$ cat src/logic/rhc_pkg.sv
package rhc_pkg;

   // ----------------------------------------------------------------------
   // Register map
   // ----------------------------------------------------------------------
   localparam logic [11:0] ADDR_CTRL     = 12'h000;
   localparam logic [11:0] ADDR_LOCAL    = 12'h004;
   localparam logic [11:0] ADDR_CL       = 12'h008;
   localparam logic [11:0] ADDR_CLR_OUT  = 12'h00C;
   localparam logic [11:0] ADDR_MS_OUT   = 12'h010;
   localparam logic [11:0] ADDR_NPAR3    = 12'h014;
   localparam logic [11:0] ADDR_STATUS   = 12'h018;

   // ----------------------------------------------------------------------
   // Level 2 parameter bit positions (NPar(2) then SPar(2))
   // ----------------------------------------------------------------------
   localparam int BIT_UP_BAND    = 0;
   localparam int BIT_DN_BAND    = 1;
   localparam int BIT_OAM_CLEAR  = 2;
   localparam int BIT_USED_UP    = 3;
   localparam int BIT_USED_DN    = 4;
   localparam int BIT_XFORM      = 5;
   localparam int BIT_CE         = 6;
   localparam int BIT_INTF_BANDS = 7;
   localparam int BIT_MODE_SEL   = 8;
   localparam int PAR_W          = 9;

   // CTRL register fields.
   localparam int CTRL_CL_LOAD   = 0;
   localparam int CTRL_CLR_SEND  = 1;
   localparam int CTRL_MS_BUILD  = 2;
   localparam int CTRL_DONE      = 3;
   localparam int CTRL_PREF_DN   = 4;
   localparam int CTRL_HS_RESET  = 5;

   // NPar(3) field layout: transform size in low half, CE length in high half.
   localparam int XF_LSB         = 0;
   localparam int CE_LSB         = 16;
   localparam int FIELD_W        = 16;

   localparam logic [31:0] RD_ZERO = 32'h0000_0000;

   typedef enum logic [1:0] {
      RHC_SILENT = 2'b00,
      RHC_HANDSHAKE = 2'b01,
      RHC_QUIET  = 2'b10
   } rhc_state_t;

endpackage

$ cat src/logic/rhc_composer.sv
// Local design decisions: the APB interface to the registers and the placing of the registers.
`timescale 1ns/10ps

// Function
// (RULE_01) CLR clears used-band up, used-band down and interference-band bits.
// (RULE_02) CLR sets transform-size bit and carries own largest transform size.
// (RULE_03) Cleared CLR cyclic-extension bit means only mandatory extension length supported.
// (RULE_04) Set CLR cyclic-extension bit carries initial extension length in NPar(3).
// (RULE_05) If either end supports only mandatory extension, both use it.
// (RULE_06) MS selects this line mode by setting the Level 1 mode bit.
// (RULE_07) Every set Level 2 bit in MS has its NPar(3) field present.
// (RULE_08) Both band directions common: MS sets exactly one, remote chooses which.
// (RULE_09) No common band usage: MS clears both direction bits.
// (RULE_10) MS band direction bit set only if set in latest CL and CLR.
// (RULE_11) MS clear-channel OAM bit set only if set in both CL and CLR.
// (RULE_12) MS clears used-band up, used-band down and interference-band bits.
// (RULE_13) MS sets transform-size bit with largest commonly supported size.
// (RULE_14) MS extension bit cleared if cleared in CL or CLR.
// (RULE_15) MS extension bit set only if set in both, with length field.
// (RULE_16) CLR band direction bit means remote can use that band direction.
// (RULE_17) Handshake ending with this mode selected moves remote to quiet.
// (RULE_18) Keep latest received CL and latest sent CLR parameter bits.
module rhc_composer
   import rhc_pkg::*;
(
   input  wire logic        clk,      // System clock, 100 MHz.
   input  wire logic        rst,      // Synchronous reset, active high.
   input  wire logic        psel,     // APB select.
   input  wire logic        penable,  // APB enable.
   input  wire logic        pwrite,   // APB direction.
   input  wire logic [11:0] paddr,    // APB byte address.
   input  wire logic [31:0] pwdata,   // APB write data.
   output logic      [31:0] prdata,   // APB read data.
   output logic             pready,   // APB ready.
   output logic             pslverr,  // APB error on unmapped address.
   output logic             quiet     // Remote transceiver in quiet state.
);

   // ----------------------------------------------------------------------
   // Storage
   // ----------------------------------------------------------------------
   logic [PAR_W-1:0]   local_cap;   // Own capability bits as configured.
   logic [FIELD_W-1:0] local_xf;    // Own largest transform size.
   logic [FIELD_W-1:0] local_ce;    // Own initial extension length.
   logic [PAR_W-1:0]   cl_bits;     // Office capabilities last received.
   logic [FIELD_W-1:0] cl_xf;       // Office largest transform size.
   logic [FIELD_W-1:0] cl_ce;       // Office extension length.
   logic [PAR_W-1:0]   clr_bits;    // CLR bits last sent.
   logic [31:0]        clr_npar3;   // CLR NPar(3) fields last sent.
   logic [PAR_W-1:0]   ms_bits;     // MS bits composed.
   logic [31:0]        ms_npar3;    // MS NPar(3) fields composed.
   logic               pref_dn;     // Band direction preference.
   logic               ms_valid;    // MS has been composed.
   rhc_state_t         state;

   logic        wr_en;
   logic        rd_en;
   logic        addr_ok;
   logic [31:0] rd_mux;
   logic [PAR_W-1:0] next_clr_bits;
   logic [PAR_W-1:0] next_ms_bits;
   logic [31:0]      next_ms_npar3;
   logic [31:0]      next_clr_npar3;
   logic             ctrl_wr;        // Access-phase write to CTRL.
   logic             clr_send;       // CLR latch strobe.
   logic             ms_build;       // MS latch strobe.

   function automatic logic [FIELD_W-1:0] min_f(input logic [FIELD_W-1:0] a,
                                                input logic [FIELD_W-1:0] b);
      min_f = (a < b) ? a : b;
   endfunction

   assign wr_en = psel && penable && pwrite && !pready;
   assign rd_en = psel && penable && !pwrite && !pready;

   // The pready gate makes a held access phase act once, so a command never repeats.
   assign ctrl_wr  = wr_en && (paddr == ADDR_CTRL);
   assign clr_send = ctrl_wr && pwdata[CTRL_CLR_SEND];
   assign ms_build = ctrl_wr && pwdata[CTRL_MS_BUILD];

   always_comb begin
      addr_ok = 1'b1;
      rd_mux  = RD_ZERO;
      case (paddr)
         ADDR_CTRL:    rd_mux = {26'h0, 5'h0, pref_dn};
         ADDR_LOCAL:   rd_mux = {local_ce, local_xf[FIELD_W-1:PAR_W], local_cap};
         ADDR_CL:      rd_mux = {cl_ce, cl_xf[FIELD_W-1:PAR_W], cl_bits};
         ADDR_CLR_OUT: rd_mux = {23'h0, clr_bits};
         ADDR_MS_OUT:  rd_mux = {22'h0, ms_valid, ms_bits};
         ADDR_NPAR3:   rd_mux = ms_npar3;
         ADDR_STATUS:  rd_mux = {30'h0, state};
         default:      addr_ok = 1'b0;
      endcase
   end

   // ----------------------------------------------------------------------
   // APB slave: one wait state, answer in the second access cycle.
   // ----------------------------------------------------------------------
   always_ff @(posedge clk) begin
      if (rst) begin
         pready  <= 1'b0;
         prdata  <= RD_ZERO;
         pslverr <= 1'b0;
      end else begin
         pready  <= (wr_en || rd_en);
         pslverr <= (wr_en || rd_en) && !addr_ok;
         if (rd_en) begin
            prdata <= rd_mux;
         end
      end
   end

   // Local configuration. Field sizes share the word with the bit set.
   always_ff @(posedge clk) begin
      if (rst) begin
         local_cap <= '0;
         local_xf  <= '0;
         local_ce  <= '0;
         pref_dn   <= 1'b0;
      end else if (wr_en) begin
         if (paddr == ADDR_LOCAL) begin
            local_cap <= pwdata[PAR_W-1:0];
            local_xf  <= {pwdata[FIELD_W-1:PAR_W], {PAR_W{1'b0}}};
            local_ce  <= pwdata[CE_LSB +: FIELD_W];
         end
         if (paddr == ADDR_CTRL) begin
            pref_dn <= pwdata[CTRL_PREF_DN];
         end
      end
   end

   always_ff @(posedge clk) begin
      if (rst) begin
         cl_bits <= '0;
         cl_xf   <= '0;
         cl_ce   <= '0;
      end else if (wr_en && paddr == ADDR_CL) begin
         cl_bits <= pwdata[PAR_W-1:0];                                      // RULE_18
         cl_xf   <= {pwdata[FIELD_W-1:PAR_W], {PAR_W{1'b0}}};
         cl_ce   <= pwdata[CE_LSB +: FIELD_W];
      end
   end

   // ----------------------------------------------------------------------
   // CLR composition
   // ----------------------------------------------------------------------
   always_comb begin
      next_clr_bits = local_cap;
      next_clr_bits[BIT_USED_UP]    = 1'b0;                                 // RULE_01
      next_clr_bits[BIT_USED_DN]    = 1'b0;                                 // RULE_01
      next_clr_bits[BIT_INTF_BANDS] = 1'b0;                                 // RULE_01
      next_clr_bits[BIT_XFORM]      = 1'b1;                                 // RULE_02
      next_clr_bits[BIT_MODE_SEL]   = 1'b1;
      // Band bits pass from own capability: a set bit claims usability.
      next_clr_npar3 = RD_ZERO;
      next_clr_npar3[XF_LSB +: FIELD_W] = local_xf;                         // RULE_02
      if (local_cap[BIT_CE]) begin
         next_clr_npar3[CE_LSB +: FIELD_W] = local_ce;                      // RULE_04
      end
   end

   always_ff @(posedge clk) begin
      if (rst) begin
         clr_bits  <= '0;
         clr_npar3 <= RD_ZERO;
      end else if (clr_send) begin
         clr_bits  <= next_clr_bits;                                        // RULE_16 RULE_18
         clr_npar3 <= next_clr_npar3;
      end
   end

   // ----------------------------------------------------------------------
   // MS composition from the latest CL and CLR
   // ----------------------------------------------------------------------
   always_comb begin
      logic up_c;
      logic dn_c;
      up_c = cl_bits[BIT_UP_BAND] && clr_bits[BIT_UP_BAND];                 // RULE_10
      dn_c = cl_bits[BIT_DN_BAND] && clr_bits[BIT_DN_BAND];                 // RULE_10
      next_ms_bits = '0;                                                    // RULE_12
      next_ms_bits[BIT_MODE_SEL] = 1'b1;                                    // RULE_06
      next_ms_bits[BIT_XFORM]    = 1'b1;                                    // RULE_13
      // The stored preference is used, so software must write it before the build strobe.
      if (up_c && dn_c) begin
         next_ms_bits[BIT_UP_BAND] = !pref_dn;                              // RULE_08
         next_ms_bits[BIT_DN_BAND] = pref_dn;                               // RULE_08
      end else begin
         next_ms_bits[BIT_UP_BAND] = up_c;                                  // RULE_09
         next_ms_bits[BIT_DN_BAND] = dn_c;                                  // RULE_09
      end
      next_ms_bits[BIT_OAM_CLEAR] = cl_bits[BIT_OAM_CLEAR] && clr_bits[BIT_OAM_CLEAR]; // RULE_11
      next_ms_bits[BIT_CE] = cl_bits[BIT_CE] && clr_bits[BIT_CE];          // RULE_14 RULE_15 RULE_05
      next_ms_npar3 = RD_ZERO;
      next_ms_npar3[XF_LSB +: FIELD_W] = min_f(cl_xf, clr_npar3[XF_LSB +: FIELD_W]); // RULE_13 RULE_07
      if (next_ms_bits[BIT_CE]) begin
         // Mandatory length is implied when the bit is clear, so no field is sent.
         next_ms_npar3[CE_LSB +: FIELD_W] = min_f(cl_ce, clr_npar3[CE_LSB +: FIELD_W]); // RULE_15 RULE_07 RULE_03
      end
   end

   always_ff @(posedge clk) begin
      if (rst) begin
         ms_bits  <= '0;
         ms_npar3 <= RD_ZERO;
         ms_valid <= 1'b0;
      end else if (ms_build) begin
         ms_bits  <= next_ms_bits;
         ms_npar3 <= next_ms_npar3;
         ms_valid <= 1'b1;
      end
   end

   // ----------------------------------------------------------------------
   // Handshake outcome
   // ----------------------------------------------------------------------
   always_ff @(posedge clk) begin
      if (rst) begin
         state <= RHC_SILENT;
      end else if (wr_en && paddr == ADDR_CTRL) begin
         if (pwdata[CTRL_HS_RESET]) begin
            state <= RHC_SILENT;
         end else if (pwdata[CTRL_DONE] && ms_valid) begin
            state <= RHC_QUIET;                                             // RULE_17
         end else if (pwdata[CTRL_CLR_SEND]) begin
            state <= RHC_HANDSHAKE;
         end
      end
   end

   always_ff @(posedge clk) begin
      if (rst) begin
         quiet <= 1'b0;
      end else begin
         quiet <= (state == RHC_QUIET);
      end
   end

   // ----------------------------------------------------------------------
   // Checks
   // ----------------------------------------------------------------------
   a_clr_fixed_bits: assert property (@(posedge clk) disable iff (rst) // RULE_01
      !clr_bits[BIT_USED_UP] && !clr_bits[BIT_USED_DN] && !clr_bits[BIT_INTF_BANDS])
      else $error("CLR fixed band bits not clear");
   a_clr_xform_set: assert property (@(posedge clk) disable iff (rst) // RULE_02
      (wr_en && paddr == ADDR_CTRL && pwdata[CTRL_CLR_SEND]) |=> clr_bits[BIT_XFORM]
      && clr_npar3[XF_LSB +: FIELD_W] == $past(local_xf))
      else $error("CLR transform size wrong");
   a_clr_ce_field: assert property (@(posedge clk) disable iff (rst) // RULE_04
      !clr_bits[BIT_CE] |-> clr_npar3[CE_LSB +: FIELD_W] == '0)
      else $error("CLR extension field without bit");
   a_ms_one_dir: assert property (@(posedge clk) disable iff (rst) // RULE_08
      ms_valid |-> !(ms_bits[BIT_UP_BAND] && ms_bits[BIT_DN_BAND]))
      else $error("MS sets both band directions");
   a_ms_band_common: assert property (@(posedge clk) disable iff (rst) // RULE_10
      (wr_en && paddr == ADDR_CTRL && pwdata[CTRL_MS_BUILD]) |=>
      (!ms_bits[BIT_UP_BAND] || $past(cl_bits[BIT_UP_BAND] && clr_bits[BIT_UP_BAND])))
      else $error("MS band bit not common");
   a_ms_oam_common: assert property (@(posedge clk) disable iff (rst) // RULE_11
      (wr_en && paddr == ADDR_CTRL && pwdata[CTRL_MS_BUILD]) |=>
      ms_bits[BIT_OAM_CLEAR] == $past(cl_bits[BIT_OAM_CLEAR] && clr_bits[BIT_OAM_CLEAR]))
      else $error("MS OAM bit mismatch");
   a_ms_fixed_bits: assert property (@(posedge clk) disable iff (rst) // RULE_12
      ms_valid |-> !ms_bits[BIT_USED_UP] && !ms_bits[BIT_USED_DN] && !ms_bits[BIT_INTF_BANDS]
      && ms_bits[BIT_XFORM] && ms_bits[BIT_MODE_SEL])
      else $error("MS fixed bits wrong");
   a_ms_ce_common: assert property (@(posedge clk) disable iff (rst) // RULE_14
      (wr_en && paddr == ADDR_CTRL && pwdata[CTRL_MS_BUILD]) |=>
      ms_bits[BIT_CE] == $past(cl_bits[BIT_CE] && clr_bits[BIT_CE]))
      else $error("MS extension bit mismatch");
   a_quiet_entry: assert property (@(posedge clk) disable iff (rst) // RULE_17
      (state == RHC_QUIET) |=> quiet)
      else $error("Quiet output late");
   a_quiet_after_ms: assert property (@(posedge clk) disable iff (rst) // RULE_17
      quiet |-> ms_valid)
      else $error("Quiet entered without a mode select");
   a_hs_reset: assert property (@(posedge clk) disable iff (rst)
      (ctrl_wr && pwdata[CTRL_HS_RESET]) |=> state == RHC_SILENT)
      else $error("Handshake reset ignored");
   a_state_legal: assert property (@(posedge clk) disable iff (rst)
      state inside {RHC_SILENT, RHC_HANDSHAKE, RHC_QUIET})
      else $error("Illegal handshake state");

   // ----------------------------------------------------------------------
   // Composition checks
   // ----------------------------------------------------------------------
   a_clr_band_pass: assert property (@(posedge clk) disable iff (rst) // RULE_16
      clr_send |=> clr_bits[BIT_UP_BAND] == $past(local_cap[BIT_UP_BAND])
      && clr_bits[BIT_DN_BAND] == $past(local_cap[BIT_DN_BAND]))
      else $error("CLR band bits differ from capability");
   a_clr_ce_mand: assert property (@(posedge clk) disable iff (rst) // RULE_03
      (clr_send && !local_cap[BIT_CE]) |=> !clr_bits[BIT_CE])
      else $error("CLR claims unsupported extension lengths");
   a_clr_ce_len: assert property (@(posedge clk) disable iff (rst) // RULE_04
      (clr_send && local_cap[BIT_CE]) |=> clr_bits[BIT_CE]
      && clr_npar3[CE_LSB +: FIELD_W] == $past(local_ce))
      else $error("CLR extension length missing");
   a_cl_kept: assert property (@(posedge clk) disable iff (rst) // RULE_18
      (wr_en && paddr == ADDR_CL) |=> cl_bits == $past(pwdata[PAR_W-1:0]))
      else $error("Received CL bits not kept");
   a_ms_band_dn: assert property (@(posedge clk) disable iff (rst) // RULE_10
      ms_build |=>
      (!ms_bits[BIT_DN_BAND] || $past(cl_bits[BIT_DN_BAND] && clr_bits[BIT_DN_BAND])))
      else $error("MS downstream band bit not common");
   a_ms_pick_one: assert property (@(posedge clk) disable iff (rst) // RULE_08
      (ms_build && cl_bits[BIT_UP_BAND] && clr_bits[BIT_UP_BAND]
      && cl_bits[BIT_DN_BAND] && clr_bits[BIT_DN_BAND])
      |=> ms_bits[BIT_UP_BAND] != ms_bits[BIT_DN_BAND])
      else $error("MS did not pick exactly one band direction");
   a_ms_no_common: assert property (@(posedge clk) disable iff (rst) // RULE_09
      (ms_build && !(cl_bits[BIT_UP_BAND] && clr_bits[BIT_UP_BAND])
      && !(cl_bits[BIT_DN_BAND] && clr_bits[BIT_DN_BAND]))
      |=> !ms_bits[BIT_UP_BAND] && !ms_bits[BIT_DN_BAND])
      else $error("MS band bit set without common use");
   a_ms_xform_min: assert property (@(posedge clk) disable iff (rst) // RULE_13
      ms_build |=> ms_npar3[XF_LSB +: FIELD_W] <= $past(cl_xf)
      && ms_npar3[XF_LSB +: FIELD_W] <= $past(clr_npar3[XF_LSB +: FIELD_W])
      && (ms_npar3[XF_LSB +: FIELD_W] == $past(cl_xf)
      || ms_npar3[XF_LSB +: FIELD_W] == $past(clr_npar3[XF_LSB +: FIELD_W])))
      else $error("MS transform size not the common largest");
   a_ms_ce_len: assert property (@(posedge clk) disable iff (rst) // RULE_15
      ms_build |=> (ms_bits[BIT_CE] ? (ms_npar3[CE_LSB +: FIELD_W] <= $past(cl_ce)
      && ms_npar3[CE_LSB +: FIELD_W] <= $past(clr_npar3[CE_LSB +: FIELD_W]))
      : ms_npar3[CE_LSB +: FIELD_W] == '0))
      else $error("MS extension length wrong");

   // ----------------------------------------------------------------------
   // Bus checks
   // ----------------------------------------------------------------------
   // A second ready cycle would let the master take a stale answer.
   a_ready_pulse: assert property (@(posedge clk) disable iff (rst)
      pready |=> !pready)
      else $error("Ready held for two cycles");
   a_ready_answer: assert property (@(posedge clk) disable iff (rst)
      (wr_en || rd_en) |=> pready)
      else $error("Ready missing after access");
   a_err_qualified: assert property (@(posedge clk) disable iff (rst)
      pslverr |-> pready)
      else $error("Error flag without ready");
   a_unmapped_read: assert property (@(posedge clk) disable iff (rst)
      (rd_en && !addr_ok) |=> pslverr && prdata == RD_ZERO)
      else $error("Unmapped read not refused");
   a_unmapped_write: assert property (@(posedge clk) disable iff (rst)
      (wr_en && !addr_ok) |=> pslverr)
      else $error("Unmapped write not refused");

endmodule // rhc_composer

$ cat config.mk
export PLATFORM = sky130hd
export DESIGN_NAME = rhc_composer
export DESIGN_NICKNAME = d
export VERILOG_FILES = /design/src/logic/rhc_pkg.sv /design/src/logic/rhc_composer.sv
export SDC_FILE = /design/constraint.sdc
export NUM_CORES = 1
export LEC_CHECK = 0
export ABC_AREA = 1
export BUFFER_PORTS_ARGS = -buffer_cell sky130_fd_sc_hd__buf_2
export CORE_MARGIN = 4
export CORE_UTILIZATION = 53
export DETAILED_ROUTE_END_ITERATION = 8
export GPL_ROUTABILITY_DRIVEN = 0
export PLACE_DENSITY = 0.76
export SLEW_MARGIN = 15
export SYNTH_ARGS = -nofsm -noshare
export SYNTH_HDL_FRONTEND = slang
export SYNTH_SLANG_ARGS = --single-unit
$ cat constraint.sdc
create_clock -name clk -period 1.8 [get_ports clk]
set_input_delay 0.36 -clock clk [delete_from_list [all_inputs] [get_ports clk]]
set_output_delay 0.36 -clock clk [all_outputs]
set_load 0.05 [all_outputs]
# --- Word-level counts from Yosys, hierarchy flattened ---
# Cells that the tools add are included.
op_classes:
  n_mux: 10
  n_eq_ne: 7
  reduce_logical: 27
  magnitude_cmp: 2
op_table:
  columns: ["operator", "n"]
  rows:
  - ["case mux 32 bit (7 select lines)", 1]
  - ["2-to-1 mux 16 bit", 4]
  - ["== test 12 x 5 -> 1 bit (second input constant)", 3]
  - ["less-than comparator 16 bit", 2]
  - ["== test 12 x 4 -> 1 bit (second input constant)", 2]
  - ["logical AND 1 bit", 16]
  - ["== test 12 x 3 -> 1 bit (second input constant)", 1]
  - ["zero test 12 bit", 1]
  - ["2-to-1 mux 2 bit", 4]
  - ["OR reduction 7 bit", 1]
  - ["AND reduction 2 bit", 3]
  - ["zero test 1 bit", 4]
  - ["nonzero test 3 bit", 1]
  - ["== test 2 bit (second input constant)", 1]
  - ["logical OR 1 bit", 1]
  - ["2-to-1 mux 1 bit", 1]
totals:
  out_inout_bits: 35
  ff_bits: 170

# --- Longest topological paths before layout ---
logic_depth:
  depth_word: 5
  mapped_depth: 14
  mapped_depth_nobuf: 13

# --- Least setup slack after synthesis ---
# Ideal clock, no wire load.
synth_timing:
  path_type: "reg2reg"
  start: "register clr_npar3[25]"
  end: "register ms_npar3[21]"
  t_arrival_ns: 1.658
  period_less_slack_ns: 1.790
  required_ns: 1.668
  setup_ns: 0.132
  path_slack_ns: 0.010
  path_stages_with_launch: 12
  path_cell_list: "dfxtp_1 inv_1 ha_1 nand2_1 inv_1 o21ai_0 a21oi_1 nor2_2 clkbuf_1 nand3_1 nand3_1 a21oi_1"
synth_between:
  elab_chain_cells: 3
synth_lines:
  columns: ["item", "line_no", "rtl"]
  rows:
  - ["from (decl)", "rhc_composer.sv:49", "logic [31:0] clr_npar3;"]
  - ["from (signal assigned)", "rhc_composer.sv:168", "clr_npar3 <= next_clr_npar3;"]
  - ["less-than comparator 16 bit", "rhc_composer.sv:70", "min_f = (a < b) ? a : b;"]
  - ["2-to-1 mux 16 bit", "rhc_composer.sv:70", null]
  - ["2-to-1 mux 16 bit", "rhc_composer.sv:195", "if (next_ms_bits[BIT_CE]) begin"]
  - ["to (signal assigned)", "rhc_composer.sv:208", "ms_npar3 <= next_ms_npar3;"]
  - ["to (decl)", "rhc_composer.sv:51", "logic [31:0] ms_npar3;"]
# No other way between the ends.
# A chain may end at the register's enable or synchronous reset.

# --- Final worst setup path ---
layout_timing:
  start: "register clr_npar3[21]"
  end: "register ms_npar3[21]"
layout_between:
  elab_chain_cells: 3
layout_lines:
  columns: ["item", "line_no"]
  rows:
  - ["less-than comparator 16 bit", "rhc_composer.sv:70"]
  - ["2-to-1 mux 16 bit (*)", "rhc_composer.sv:70"]
  - ["2-to-1 mux 16 bit (*)", "rhc_composer.sv:195"]
# Mark *: on every way between the ends. The rest lies on a longest branch, timed or not.

==> impl_results.html <==
<table>
<tr><th>Metric</th><th>Value</th></tr>
<tr><th colspan="2">Layout</th></tr>
<tr><td>Post-Layout Inst Area</td><td>0.00869 mm²</td></tr>
<tr><td>Fillers</td><td>1169</td></tr>
<tr><td>Multi-input gate area in the final layout</td><td>0.00333 mm²</td></tr>
<tr><td>FF+latch area</td><td>0.00317 mm²</td></tr>
<tr><td>Fraction of layout instances using a drive strength above 1</td><td>18.6%</td></tr>
<tr><td>Layout Nets</td><td>1138</td></tr>
<tr><td>Final core utilization</td><td>65.9%</td></tr>
<tr><td>Synth-to-layout area growth</td><td>22.6%</td></tr>
<tr><td>Count of antenna diodes in the layout</td><td>0</td></tr>
<tr><th colspan="2">Floorplanning</th></tr>
<tr><td>Die area</td><td>0.0153 mm²</td></tr>
<tr><td>Core Rows</td><td>42</td></tr>
<tr><td>Core area</td><td>0.0132 mm²</td></tr>
<tr><td>Die width</td><td>124 µm</td></tr>
<tr><td>Vertical die dimension</td><td>124 µm</td></tr>
<tr><td>Initial core utilization</td><td>53.8%</td></tr>
<tr><td>IO Count</td><td>84</td></tr>
<tr><th colspan="2">GRT</th></tr>
<tr><td>Fraction of met3 tracks used by global routing</td><td>4.18%</td></tr>
<tr><td>Global route total overflow</td><td>0</td></tr>
<tr><td>GR peak layer</td><td>met2</td></tr>
<tr><td>Total track usage</td><td>26.0%</td></tr>
<tr><td>Wire length of the first global-routing pass</td><td>31200 µm</td></tr>
<tr><td>Met2 capacity usage during global routing</td><td>42.0%</td></tr>
<tr><td>Largest net degree at the start of global routing</td><td>72</td></tr>
<tr><td>Vias in the first global route</td><td>6383</td></tr>
<tr><td>Antenna violations before repair</td><td>0</td></tr>
<tr><td>GRT met1 Usage</td><td>34.9%</td></tr>
<tr><th colspan="2">Timing</th></tr>
<tr><td>Smallest setup slack after layout</td><td>0.0679 ns</td></tr>
<tr><td>Largest clock skew in the final design</td><td>0.00646 ns</td></tr>
<tr><td>RSZ-0062 raised after global routing</td><td>true</td></tr>
<tr><td>Upper clock frequency limit</td><td>0.577 GHz</td></tr>
<tr><td>Final Cycle Share</td><td>96.2%</td></tr>
<tr><td>Setup-failing EPs final</td><td>0</td></tr>
<tr><td>Final Hold Viols</td><td>0</td></tr>
<tr><td>Final Max Tran Viols</td><td>0</td></tr>
<tr><td>Headroom to the max-slew limit</td><td>75.2%</td></tr>
<tr><td>Slew at the pin with the worst max-slew slack</td><td>0.372 ns</td></tr>
<tr><td>Hold WS</td><td>0.219 ns</td></tr>
<tr><td>Tmin final</td><td>1.73 ns</td></tr>
<tr><th colspan="2">Place</th></tr>
<tr><td>Placed wire-length estimate after detailed placement</td><td>12100 µm</td></tr>
<tr><td>Placed instance area</td><td>0.00793 mm²</td></tr>
<tr><td>Number of port buffers</td><td>83</td></tr>
<tr><td>Worst setup slack after placement</td><td>-0.000812 ns</td></tr>
<tr><th colspan="2">Routing</th></tr>
<tr><td>Detailed-route via count</td><td>6878</td></tr>
<tr><td>Routed wirelength normalized by instance count</td><td>15.4 µm</td></tr>
<tr><td>Antenna-violating nets left</td><td>0</td></tr>
<tr><td>Number of design rule violations left after detail routing</td><td>0</td></tr>
<tr><td>Detailed Routing Iterations Pass 1</td><td>5</td></tr>
<tr><td>Mean number of vias per cell</td><td>5.47</td></tr>
<tr><td>Wire length after detailed routing</td><td>19300 µm</td></tr>
<tr><td>Number of violations reported at the end of detailed-routing iteration 0</td><td>600</td></tr>
<tr><th colspan="2">Min path</th></tr>
<tr><td>Worst min-delay path category</td><td>input port to register</td></tr>
<tr><td>Number of cells on the worst hold path</td><td>3</td></tr>
<tr><td>Origin of the worst min-delay path</td><td>pwdata[0]</td></tr>
<tr><td>Worst min-delay path endpoint</td><td>cl_bits[0]</td></tr>
<tr><th colspan="2">Setup path</th></tr>
<tr><td>Largest fanout of any net on the critical path</td><td>8</td></tr>
<tr><td>Critical-path cell with the highest stage delay</td><td>dfxtp_2</td></tr>
<tr><td>Path type of the worst setup path</td><td>register to register</td></tr>
<tr><td>List of cells traversed by the critical path</td><td>inv_1 &gt; ha_4 &gt; a21oi_2 &gt; nor2_1 &gt; nor3_2 &gt; nand2_1 &gt; nand2_2 &gt; nand2_2 &gt; buf_6 &gt; nand2_2 &gt; nand3_2 &gt; a21oi_2</td></tr>
<tr><td>Reg-to-reg setup timing slack</td><td>0.07 ns</td></tr>
<tr><td>Capture point of the worst reg-to-reg path</td><td>ms_npar3[21]</td></tr>
<tr><td>Endpoint kind of the worst setup timing path</td><td>register</td></tr>
<tr><td>Worst endpoint data arrival time</td><td>2.10 ns</td></tr>
<tr><td>Number of buffers and inverters on the critical path</td><td>2</td></tr>
<tr><td>Reg-to-reg critical path startpoint</td><td>clr_npar3[21]</td></tr>
<tr><td>Startpoint kind of the worst setup timing path</td><td>register</td></tr>
<tr><td>Library cell appearing most often on the critical path</td><td>nand2_2</td></tr>
<tr><td>Data required, critical path</td><td>2.17 ns</td></tr>
<tr><td>Length in cells of the worst reg-to-reg path</td><td>12</td></tr>
<tr><td>Kind of cell adding the most delay to the critical path</td><td>simple AND/OR/NAND/NOR gates</td></tr>
<tr><td>Largest incremental delay on the critical path</td><td>0.32 ns</td></tr>
<tr><th colspan="2">Clocking</th></tr>
<tr><td>Clock tree sinks</td><td>158</td></tr>
<tr><td>Clock buffer count from CTS</td><td>17</td></tr>
<tr><td>Worst skew pair latency</td><td>0.43 ns</td></tr>
<tr><td>Clk pin slew, worst setup/hold paths</td><td>0.06 ns</td></tr>
<tr><td>Number of hold buffers added after CTS</td><td>0</td></tr>
<tr><td>Number of H-tree branching levels</td><td>4</td></tr>
<tr><td>Root buf cell</td><td>clkbuf_16</td></tr>
<tr><td>Clock tree from TritonCTS</td><td>done</td></tr>
<tr><td>Number of buffers on the longest clock path</td><td>2</td></tr>
<tr><th colspan="2">Logic synthesis</th></tr>
<tr><td>Library cell with the largest summed area after synthesis</td><td>dfxtp_1</td></tr>
<tr><td>Most area-consuming cells after synthesis</td><td>dfxtp_1 (45%), a21oi_1 (12%), nand2_1 (11%), inv_1 (7.0%), o21ai_0 (6.5%)</td></tr>
<tr><td>Post-synth top area share</td><td>44.6%</td></tr>
<tr><td>Number of storage elements in the synthesis netlist</td><td>158</td></tr>
<tr><td>Sequential fraction of the synthesis area</td><td>44.6%</td></tr>
<tr><td>Syn Area/Cell</td><td>7.23 µm²</td></tr>
<tr><td>Synthesized area</td><td>0.00709 mm²</td></tr>
<tr><td>Nets in the synthesized netlist</td><td>1051</td></tr>
<tr><td>Distinct cells, synth</td><td>34</td></tr>
<tr><td>Number of cells produced by synthesis</td><td>981</td></tr>
<tr><td>Warning count from the yosys run</td><td>0</td></tr>
<tr><th colspan="2">Flow run</th></tr>
<tr><td>Max-cap violations</td><td>0</td></tr>
<tr><th colspan="2">Run status</th></tr>
<tr><td>Outcome</td><td>finished clean</td></tr>
<tr><th colspan="2">Power</th></tr>
<tr><td>Maximum vdd ir drop</td><td>0.683 mV</td></tr>
<tr><td>Power per cell area</td><td>856 mW/mm²</td></tr>
<tr><td>Reported leakage power</td><td>0.00338 µW</td></tr>
<tr><td>Total chip power</td><td>7440 µW</td></tr>
</table>
[state kept, by name (all words and copies together), names as in the netlist]
| register | flops |
|---|---|
| prdata | 32 |
| clr_npar3 | 23 |
| ms_npar3 | 23 |
| cl_ce | 16 |
| local_ce | 16 |
| cl_bits | 9 |
| local_cap | 9 |
| cl_xf | 7 |
| local_xf | 7 |
| clr_bits | 5 |
| ms_bits | 5 |
| state | 2 |
| pready | 1 |
| pref_dn | 1 |
| pslverr | 1 |
| quiet | 1 |
[placed cells by master, fill, tap and decap left out, drive strengths merged]
cell type	synthesis	routed
a211oi	2	2
a21oi	169	169
buf	13	125
bufinv	0	3
clkbuf	44	26
clkinv	2	5
dfxtp	158	158
ha	21	21
inv	134	134
nand2	204	204
nand3	71	71
nand4	6	6
nor2	26	26
nor3	4	4
nor4	1	1
o211ai	22	22
o21a	2	2
o21ai	93	93
o22ai	9	9
[layer usage]
metal	wire [µm]	part of all wire, %
met1	8520	44
met5	0	0
met4	418	2.2
met2	9190	48
met3	1200	6.2
[area by class of cell]
class | instances | area share [%]
tap | 176 | 2.53
clock buffer | 26 | 5.74
clock inverter | 6 | 1.21
timing repair buffer | 125 | 9.87
sequential | 158 | 36.5
multi-input combinational | 630 | 38.3
inverter | 136 | 5.89
[per-stage QoR]
| stage | instances | setup TNS (ns) |
|---|---|---|
| final | 1257 | 0 |
| after global routing | 1257 | -1.16 |
| after CTS | 1257 | 0 |
| after detailed placement | 1225 | -0.000812 |
| after floorplan | 981 | 0 |
| after global placement | 1225 | 0 |
[tightest hold or removal path, cell delays in order]
cell,delay [ns]
buf_2,0.08
o21ai_0,0.07
a21oi_1,0.10
[worst max-delay path by stage]
stage | start | slack (ns) | to | cells past startpoint
after global routing | clr_npar3[21] | -0.1 | ms_npar3[18] | 12
after detailed placement | paddr[5] | -0.0008 | prdata[0] | 12
after CTS | clr_npar3[25] | 0.02 | ms_npar3[21] | 12
after floorplan | clr_npar3[25] | 0.01 | ms_npar3[21] | 11
after global placement | paddr[5] | 0.0003 | prdata[0] | 12
final | clr_npar3[21] | 0.07 | ms_npar3[21] | 12
[cell usage after synthesis]
cell      number
a211oi_1       1
a211oi_2       1
a21oi_1      169
buf_1          1
buf_2          9
buf_4          2
buf_6          1
clkbuf_1      44
clkinv_1       1
clkinv_2       1
dfxtp_1      158
ha_1          21
inv_1        132
inv_2          2
nand2_1      201
nand2_2        2
nand2_4        1
nand3_1       70
nand3_2        1
nand4_1        5
nand4_2        1
nor2_1        23
nor2_2         1
nor2_4         1
nor2_8         1
nor3_1         2
nor3_2         1
nor3_4         1
nor4_1         1
o211ai_1      22
o21a_1         2
o21ai_0       92
o21ai_1        1
o22ai_1        9
[what timing repair did]
item	CTS	global route
setup buffers	0	1
gates resized for setup	0	39
endpoints found under the setup margin	0	23
[cell families after synthesis]
kind of cell,share of synthesized area (%)
DFF,44.6
buffers and inverters,10.6
AOI/OAI and AO/OA,22.1
adders and majority gates,3.70
and+or+nand+nor,19.0
[power breakdown]
group	leakage, µW	switching (µW)	internal (µW)
registers	0.00127	0.932	3500
logic	0.00181	155	80.7
clock network	0.000298	1390	2320
Note: power is estimated with default switching activity, not from simulation.
